## src/adcres_params.svh

```systemverilog
// Offsets, field positions and reset values of the measurement result registers
`ifndef ADCRES_PARAMS_SVH
`define ADCRES_PARAMS_SVH
`define ADCRES_OFS_CHG_HI   8'h19
`define ADCRES_OFS_CHG_LO   8'h1A
`define ADCRES_OFS_BUS_HI   8'h1B
`define ADCRES_OFS_BUS_LO   8'h1C
`define ADCRES_OFS_BAT_HI   8'h1D
`define ADCRES_CHG_W        15
`define ADCRES_RESET_VAL    16'h0000
`define ADCRES_UNMAPPED_VAL 8'h00
`endif

```

## src/adcres_pkg.sv

```systemverilog
// Types shared by the result register bank
package adcres_pkg;
  typedef logic [7:0]  adcres_byte_t;
  typedef logic [15:0] adcres_word_t;
endpackage : adcres_pkg

```

## src/adcres_bank.sv

```systemverilog
// Read-only bank of charge current, bus voltage and battery voltage results
`timescale 1ns/1ps
`include "adcres_params.svh"
module adcres_bank
  import adcres_pkg::*;
(
  // Clock and reset
  input  wire logic         i_clock,
  input  wire logic         i_rst_b,
  // Software register reset, one cycle
  input  wire logic         i_reg_reset,
  // Channel disable bits, from the disable register
  input  wire logic         i_charge_current_conv_off,
  input  wire logic         i_bus_voltage_conv_off,
  input  wire logic         i_battery_voltage_conv_off,
  // Converter results, same clock domain
  input  wire logic         i_chg_valid,
  input  wire logic [14:0]  i_charge_current_result,
  input  wire logic         i_bus_valid,
  input  wire logic [15:0]  i_bus_voltage_result,
  input  wire logic         i_bat_valid,
  input  wire logic [15:0]  i_battery_voltage_result,
  // Register port from the serial bus engine
  input  wire logic         i_reg_rd,
  input  wire logic         i_reg_wr,
  input  wire logic [7:0]   i_reg_addr,
  input  wire logic [7:0]   i_reg_wdata,
  output adcres_byte_t      o_reg_rdata,
  output logic              o_reg_hit
);
  // Reset release through two flops
  logic rst_s1_ff;
  logic rst_b_ff;
  always_ff @(posedge i_clock or negedge i_rst_b) begin
    if (!i_rst_b) begin
      rst_s1_ff <= 1'b0;
      rst_b_ff  <= 1'b0;
    end else begin
      rst_s1_ff <= 1'b1;
      rst_b_ff  <= rst_s1_ff;
    end
  end

  // Read mux slices assume a 15-bit charge result; refuse anything else
  initial begin
    if (`ADCRES_CHG_W != 15) begin
      $error("adcres_bank charge result width must be 15");
    end
  end

  logic [14:0]  chg_q;
  adcres_word_t bus_q;
  adcres_word_t bat_q;

  // Holding registers, one per channel
  adcres_hold #(.WIDTH(`ADCRES_CHG_W)) u_chg (
    .i_clock    (i_clock),
    .i_rst_b    (rst_b_ff),
    .i_reg_reset(i_reg_reset),
    .i_conv_off (i_charge_current_conv_off),
    .i_valid    (i_chg_valid),
    .i_data     (i_charge_current_result),
    .o_data     (chg_q)
  );
  adcres_hold #(.WIDTH(16)) u_bus (
    .i_clock    (i_clock),
    .i_rst_b    (rst_b_ff),
    .i_reg_reset(i_reg_reset),
    .i_conv_off (i_bus_voltage_conv_off),
    .i_valid    (i_bus_valid),
    .i_data     (i_bus_voltage_result),
    .o_data     (bus_q)
  );
  // Low battery byte lives elsewhere; only the upper half is read here
  adcres_hold #(.WIDTH(16)) u_bat (
    .i_clock    (i_clock),
    .i_rst_b    (rst_b_ff),
    .i_reg_reset(i_reg_reset),
    .i_conv_off (i_battery_voltage_conv_off),
    .i_valid    (i_bat_valid),
    .i_data     (i_battery_voltage_result),
    .o_data     (bat_q)
  );

  // Result map seen by the host:
  //   charge high  : zero, charge bits 14..8
  //   charge low   : charge bits 7..0
  //   bus high     : bus bits 15..8, sign on top
  //   bus low      : bus bits 7..0
  //   battery high : battery bits 15..8, sign on top
  // Bytes are not latched together, so a host reading
  // high then low may straddle a refresh between them.
  // Every other offset reads zero with the hit flag low.

  // True for the five result offsets; shared by the read checks
  function automatic logic adcres_is_result(input adcres_byte_t a);
    adcres_is_result = (a >= `ADCRES_OFS_CHG_HI) && (a <= `ADCRES_OFS_BAT_HI);
  endfunction : adcres_is_result

  // Read mux; writes never reach the holding registers
  adcres_byte_t nxt_rdata;
  logic         nxt_hit;
  always_comb begin
    nxt_rdata = `ADCRES_UNMAPPED_VAL;
    nxt_hit   = 1'b1;
    unique case (i_reg_addr)
      `ADCRES_OFS_CHG_HI: nxt_rdata = {1'b0, chg_q[14:8]};
      `ADCRES_OFS_CHG_LO: nxt_rdata = chg_q[7:0];
      `ADCRES_OFS_BUS_HI: nxt_rdata = bus_q[15:8];
      `ADCRES_OFS_BUS_LO: nxt_rdata = bus_q[7:0];
      `ADCRES_OFS_BAT_HI: nxt_rdata = bat_q[15:8];
      default:            nxt_hit   = 1'b0;
    endcase
  end

  // Registered read data, held between reads
  always_ff @(posedge i_clock or negedge rst_b_ff) begin
    if (!rst_b_ff) begin
      o_reg_rdata <= 8'h00;
      o_reg_hit   <= 1'b0;
    end else if (i_reg_rd) begin
      o_reg_rdata <= nxt_rdata;
      o_reg_hit   <= nxt_hit;
    end
  end

  // Read data per offset
  chg_top_zero_a: assert property (@(posedge i_clock) disable iff (!rst_b_ff)
    (i_reg_rd && i_reg_addr == `ADCRES_OFS_CHG_HI) |=> o_reg_rdata[7] == 1'b0)
    else $error("charge bit 7 set");

  chg_hi_a: assert property (@(posedge i_clock) disable iff (!rst_b_ff)
    (i_reg_rd && i_reg_addr == `ADCRES_OFS_CHG_HI) |=> o_reg_rdata[6:0] == $past(chg_q[14:8]))
    else $error("charge high wrong");

  chg_lo_a: assert property (@(posedge i_clock) disable iff (!rst_b_ff)
    (i_reg_rd && i_reg_addr == `ADCRES_OFS_CHG_LO) |=> o_reg_rdata == $past(chg_q[7:0]))
    else $error("charge low wrong");

  bus_hi_a: assert property (@(posedge i_clock) disable iff (!rst_b_ff)
    (i_reg_rd && i_reg_addr == `ADCRES_OFS_BUS_HI) |=> o_reg_rdata == $past(bus_q[15:8]))
    else $error("bus high wrong");

  bus_sign_a: assert property (@(posedge i_clock) disable iff (!rst_b_ff)
    (i_reg_rd && i_reg_addr == `ADCRES_OFS_BUS_HI) |=> o_reg_rdata[7] == $past(bus_q[15]))
    else $error("bus sign wrong");

  bus_lo_a: assert property (@(posedge i_clock) disable iff (!rst_b_ff)
    (i_reg_rd && i_reg_addr == `ADCRES_OFS_BUS_LO) |=> o_reg_rdata == $past(bus_q[7:0]))
    else $error("bus low wrong");

  bat_hi_a: assert property (@(posedge i_clock) disable iff (!rst_b_ff)
    (i_reg_rd && i_reg_addr == `ADCRES_OFS_BAT_HI) |=> o_reg_rdata == $past(bat_q[15:8]))
    else $error("battery high wrong");

  bat_sign_a: assert property (@(posedge i_clock) disable iff (!rst_b_ff)
    (i_reg_rd && i_reg_addr == `ADCRES_OFS_BAT_HI) |=> o_reg_rdata[7] == $past(bat_q[15]))
    else $error("battery sign wrong");

  // Hit flag and unmapped reads
  hit_set_a: assert property (@(posedge i_clock) disable iff (!rst_b_ff)
    (i_reg_rd && adcres_is_result(i_reg_addr)) |=> o_reg_hit)
    else $error("hit flag missing");

  hit_clear_a: assert property (@(posedge i_clock) disable iff (!rst_b_ff)
    (i_reg_rd && !adcres_is_result(i_reg_addr)) |=> (!o_reg_hit && o_reg_rdata == 8'h00))
    else $error("unmapped read not zero");

  // Read answer stands until the next read
  rdata_hold_a: assert property (@(posedge i_clock) disable iff (!rst_b_ff)
    !i_reg_rd |=> ($stable(o_reg_rdata) && $stable(o_reg_hit)))
    else $error("read data moved");

  // Register reset clears every channel, even against a sample
  reg_clear_a: assert property (@(posedge i_clock) disable iff (!rst_b_ff)
    i_reg_reset |=> (chg_q == '0 && bus_q == '0 && bat_q == '0))
    else $error("register reset missed");

  out_reset_a: assert property (@(posedge i_clock) disable iff (!rst_b_ff)
    $rose(rst_b_ff) |-> (o_reg_rdata == 8'h00 && !o_reg_hit))
    else $error("read port not cleared");

  // Disabled channels keep their last result unless a register reset clears them
  chg_off_a: assert property (@(posedge i_clock) disable iff (!rst_b_ff)
    (i_charge_current_conv_off && !i_reg_reset) |=> $stable(chg_q))
    else $error("charge refreshed while off");

  bus_off_a: assert property (@(posedge i_clock) disable iff (!rst_b_ff)
    (i_bus_voltage_conv_off && !i_reg_reset) |=> $stable(bus_q))
    else $error("bus refreshed while off");

  bat_off_a: assert property (@(posedge i_clock) disable iff (!rst_b_ff)
    (i_battery_voltage_conv_off && !i_reg_reset) |=> $stable(bat_q))
    else $error("battery refreshed while off");

  // Enabled channels take their sample at the next edge
  chg_land_a: assert property (@(posedge i_clock) disable iff (!rst_b_ff)
    (i_chg_valid && !i_charge_current_conv_off && !i_reg_reset) |=> chg_q == $past(i_charge_current_result))
    else $error("charge sample lost");

  bus_land_a: assert property (@(posedge i_clock) disable iff (!rst_b_ff)
    (i_bus_valid && !i_bus_voltage_conv_off && !i_reg_reset) |=> bus_q == $past(i_bus_voltage_result))
    else $error("bus sample lost");

  bat_land_a: assert property (@(posedge i_clock) disable iff (!rst_b_ff)
    (i_bat_valid && !i_battery_voltage_conv_off && !i_reg_reset) |=> bat_q == $past(i_battery_voltage_result))
    else $error("battery sample lost");

  // Host writes leave results and read port alone
  write_ignored_a: assert property (@(posedge i_clock) disable iff (!rst_b_ff)
    (i_reg_wr && !i_chg_valid && !i_reg_reset) |=> $stable(chg_q))
    else $error("write altered result");

  bus_write_a: assert property (@(posedge i_clock) disable iff (!rst_b_ff)
    (i_reg_wr && !i_bus_valid && !i_reg_reset) |=> $stable(bus_q))
    else $error("write altered bus result");

  bat_write_a: assert property (@(posedge i_clock) disable iff (!rst_b_ff)
    (i_reg_wr && !i_bat_valid && !i_reg_reset) |=> $stable(bat_q))
    else $error("write altered battery result");

  wr_no_out_a: assert property (@(posedge i_clock) disable iff (!rst_b_ff)
    (i_reg_wr && !i_reg_rd) |=> $stable(o_reg_rdata))
    else $error("write altered read data");

  // Reset release order of the two-flop stretcher
  sync_order_a: assert property (@(posedge i_clock) disable iff (!i_rst_b)
    !rst_s1_ff |=> !rst_b_ff)
    else $error("reset released early");
endmodule : adcres_bank

```

## src/adcres_hold.sv

```systemverilog
// One result holding register with refresh gating and register-reset clear
`timescale 1ns/1ps
`include "adcres_params.svh"
module adcres_hold
  import adcres_pkg::*;
#(
  parameter int WIDTH = 16
) (
  // Clock and reset
  input  wire logic             i_clock,
  input  wire logic             i_rst_b,
  // Control
  input  wire logic             i_reg_reset,
  input  wire logic             i_conv_off,
  // Sample from converter
  input  wire logic             i_valid,
  input  wire logic [WIDTH-1:0] i_data,
  // Held result
  output logic      [WIDTH-1:0] o_data
);
  initial begin
    if (WIDTH < 1 || WIDTH > 16) $error("adcres_hold WIDTH out of range");
  end

  logic [WIDTH-1:0] data_ff;

  // Watchdog expiry has no input here, so contents survive it
  always_ff @(posedge i_clock or negedge i_rst_b) begin
    if (!i_rst_b) begin
      data_ff <= WIDTH'(`ADCRES_RESET_VAL);
    end else if (i_reg_reset) begin
      data_ff <= WIDTH'(`ADCRES_RESET_VAL);
    end else if (i_valid && !i_conv_off) begin
      data_ff <= i_data;
    end
  end
  assign o_data = data_ff;

  clear_wins_a: assert property (@(posedge i_clock) disable iff (!i_rst_b)
    i_reg_reset |=> data_ff == '0) else $error("result not cleared");
  off_hold_a: assert property (@(posedge i_clock) disable iff (!i_rst_b)
    (i_conv_off && !i_reg_reset) |=> $stable(data_ff)) else $error("disabled channel refreshed");
  refresh_a: assert property (@(posedge i_clock) disable iff (!i_rst_b)
    (i_valid && !i_conv_off && !i_reg_reset) |=> data_ff == $past(i_data)) else $error("result not refreshed");
endmodule : adcres_hold

```

## config.mk

```make
export PLATFORM = sky130hd
export DESIGN_NAME = adcres_bank
export DESIGN_NICKNAME = d
export VERILOG_FILES = /design/src/adcres_pkg.sv /design/src/adcres_bank.sv /design/src/adcres_hold.sv
export VERILOG_INCLUDE_DIRS = /design/src
export SDC_FILE = /design/constraint.sdc
export NUM_CORES = 1
export LEC_CHECK = 0
export BUFFER_PORTS_ARGS = -buffer_cell sky130_fd_sc_hd__buf_2
export CAP_MARGIN = 20
export CORE_MARGIN = 2
export CORE_UTILIZATION = 40
export DETAILED_ROUTE_END_ITERATION = 16
export GPL_TIMING_DRIVEN = 1
export HOLD_SLACK_MARGIN = 0.12
export RECOVER_POWER = 50
export SYNTH_ARGS = -nofsm -noshare
export SYNTH_HDL_FRONTEND = slang
export SYNTH_HIERARCHICAL = 1
export SYNTH_SLANG_ARGS = --single-unit
```

## constraint.sdc

```tcl
create_clock -name i_clock -period 1.9 [get_ports i_clock]
set_input_delay 0.285 -clock i_clock [delete_from_list [all_inputs] [get_ports i_clock]]
set_output_delay 0.285 -clock i_clock [all_outputs]
set_load 0.02 [all_outputs]
```

==> summary by stage <==
Outcome
The flow ran to the end, and the final reports show no timing, DRC or antenna violations.

Clock network
TritonCTS built the clock tree. At the later pin of the worst-skew pair, clock insertion delay measures 0.30 ns. The cell at the root of the clock tree is clkbuf_8. The number of clock sinks is 50.

The total clock buffers created by CTS is 5. In this run, post-CTS repair resized a total of 0 instances. The post-CTS clock slew at the launch and capture registers of the worst setup and hold paths is 0.10 ns.

The H-tree was split into 2 levels. The worst-case clock buffer depth is 2.

STA
The worst-case clock skew is 0.0114 ns. The sum of negative setup slack is 0 ns. In the finished design, the share of the clock period the worst path needs comes to 0.726. Setup violations remaining at the end of the flow were counted as 0. Static timing analysis puts the maximum clock frequency at 0.725 GHz.

Setup repair after global routing left no endpoint under its margin. At the pin with the least slew margin, the transition time is 1.08 ns. The total count of max-transition violations in the final report is 0. In this run the tightest slew margin relative to its limit is 0.280.

The worst path needs 1.38 ns of the cycle, external delays included. The total count of hold-check failures in the final report is 0.

Routing
The number of detailed-routing iterations run before antenna repair is 4. The first routing iteration left 116 violations. The count of unresolved DRC violations after routing is 0. The detailed-route wire length per cell is 15.6 µm.

The number of nets with antenna violations after routing is 0. The detail-routed via count per cell is 5.08. After detailed routing, the total wire length is 6150 µm. The routed layout has 2002 vias.

Global route
The initial antenna violation count came to 0. The global-route wire length before repair is 9920 µm. For this run, global-route usage on met1 was measured as 0.248. In this run the most used layer during global routing was met1. The global-route congestion overflow total is 0. The met2 track demand over resource in global routing is 0.247. Across every metal layer, demand over resource in global routing totals 0.166.

Entering global routing, the biggest net connects 50 pins. The met3 global-route usage is 0.0302. The via count of the first global-routing pass is 2004.

Yosys
Yosys printed 6 warnings. Counting every instance in the synthesized netlist gives 242. The average instance in the mapped netlist occupies 11.7 µm².

The mapped netlist covers 0.00283 mm². The number of nets in the synthesized netlist is 316.

Worst setup path
At the worst endpoint, the arrival time is 1.55 ns. The worst setup path is captured at a flip-flop. The source of the critical timing path is i_reg_reset. At the worst endpoint, the required time is 2.07 ns. In this run the worst path has a maximum fanout of 49. The worst setup path is launched from an input port. The critical path is of the input port to flip-flop type. The worst register-to-register path begins at u_chg/o_data[3].

Floorplan
The floorplan step defined a core boundary enclosing 0.00683 mm². The I/O pin count is 83. The die span in y is 88.0 µm. The starting density of the core is 0.414. The die extent in x is 88.0 µm. In this run the core area contains 30 standard-cell rows.

The floorplan die area is 0.00775 mm².

Power
Of the total power, the share spent switching nets is 0.259. Power spread over the standard cell area amounts to 623 mW/mm². Of the total power, registers draw 0.562. The clock share of power is 0.299. The analysis attributes to net switching a power of 525 µW. Of the total power, combinational logic draws 0.139. The internal power summed over all cells is 1.50 mW. The worst-case IR drop observed on VDD is 0.000289 V. In this run the static leakage power is 1.43 nW.

Placement
Routability-driven placement finished with a final weighted congestion of 0.720. The number of port buffers is 65. The instance area after placement is 0.00318 mm². Detailed placement finished with a half-perimeter wire length of 4430 µm.

Layout
Of the cells placed in the final design, the portion with a size suffix greater than 1 is 0.349. The number of antenna diodes in the final layout is 0. The fill cell instance count of the final layout is 683. The design area is 0.00325 mm².

In the final design database the tool counted 371 nets. From synthesis to final layout, the design area changed by 15.2%.

Hold path
The path class of the lowest-slack min-delay path is input port to flip-flop. The worst min-delay path startpoint is i_bus_voltage_result[12].

Job
The max-cap check violation count is 0.
per-layer routing:
metal,share of wire,up-vias
li1,-,1006
met1,0.50,945
met2,0.44,44
met5,0,-
met4,0.012,0
met3,0.044,7
worst max-delay path, stage by stage:
cell	delay (ns)
clkbuf_1	0.73
buf_12	0.28
nand4bb_1	0.16
o21ai_0	0.09
layout make-up:
class | count | area [µm²] | area share
clock buffer | 6 | 72.6 | 0.0223
clock inverter | 2 | 10.0 | 0.00308
inverter | 1 | 3.75 | 0.00115
multi-input combinational | 169 | 1410 | 0.433
sequential | 50 | 1250 | 0.384
tap | 96 | 120 | 0.0369
timing repair buffer | 70 | 388 | 0.119
placed cells by master, fill, tap and decap left out, drive strengths merged:
master       count
or4b             1
nor3             2
a21o             1
or3b             1
clkinv           2
conb             1
mux2i           16
clkbuf           8
and2b            4
a22o             1
a221o            7
o21ai           39
a2111oi          1
nand4bb         39
buf             67
inv              1
o22ai            8
dlygate4sd3      1
nand2b          41
nand2            1
dfrtp           50
nor2b            6
power groups by stage:
stage | sequential (mW) | clock [mW] | combinational [mW]
final | 1.14 | 0.606 | 0.282
after global routing | 1.15 | 0.664 | 0.312
after CTS | 1.14 | 0.619 | 0.288
after detailed placement | 1.16 | 0 | 0.286
after global placement | 1.16 | 0 | 0.280
after floorplan | 1.16 | 0 | 0.185
stage by stage:
stage / util / cells / power (mW) / hold slack [ns] / setup WS [ns]
after floorplan: - / 242 / 1.34 / -0.0106 / 0.322
after global placement: 0.466 / 385 / 1.44 / 0.0710 / 0.234
after detailed placement: 0.466 / 385 / 1.45 / 0.0713 / 0.231
after CTS: 0.480 / 394 / 2.05 / 0.244 / 0.548
after global routing: 0.476 / 394 / 2.12 / 0.235 / 0.331
final: 0.476 / 394 / 2.03 / 0.247 / 0.521
path summary, 6_finish.rpt:
kind / to / slack [ns] / cells after the start
worst max-delay path: u_bus/o_data[14] / 0.52 / 4
worst min-delay path: u_bus/o_data[12] / 0.25 / 3
worst max register to register: o_reg_rdata[3] / 0.71 / 3
worst min register to register: rst_b_ff / 0.36 / 0
max in group asynchronous: u_bus/o_data[6] / 0.75 / 1
min in group asynchronous: rst_s1_ff / 0.27 / 2
state kept, by name, summed over array words and instances (netlist names):
| name | flops |
|---|---|
| u_chg/o_data | 15 |
| rst_s1_ff | 1 |
| u_bat/o_data | 8 |
| rst_b_ff | 1 |
| o_reg_rdata | 8 |
| o_reg_hit | 1 |
| u_bus/o_data | 16 |
what timing repair did:
item	4_1_cts	5_1_grt
setup buffers	0	0
endpoints found under the hold margin	2	0
hold buffers	1	0
Note: power is estimated with default switching activity, not from simulation.
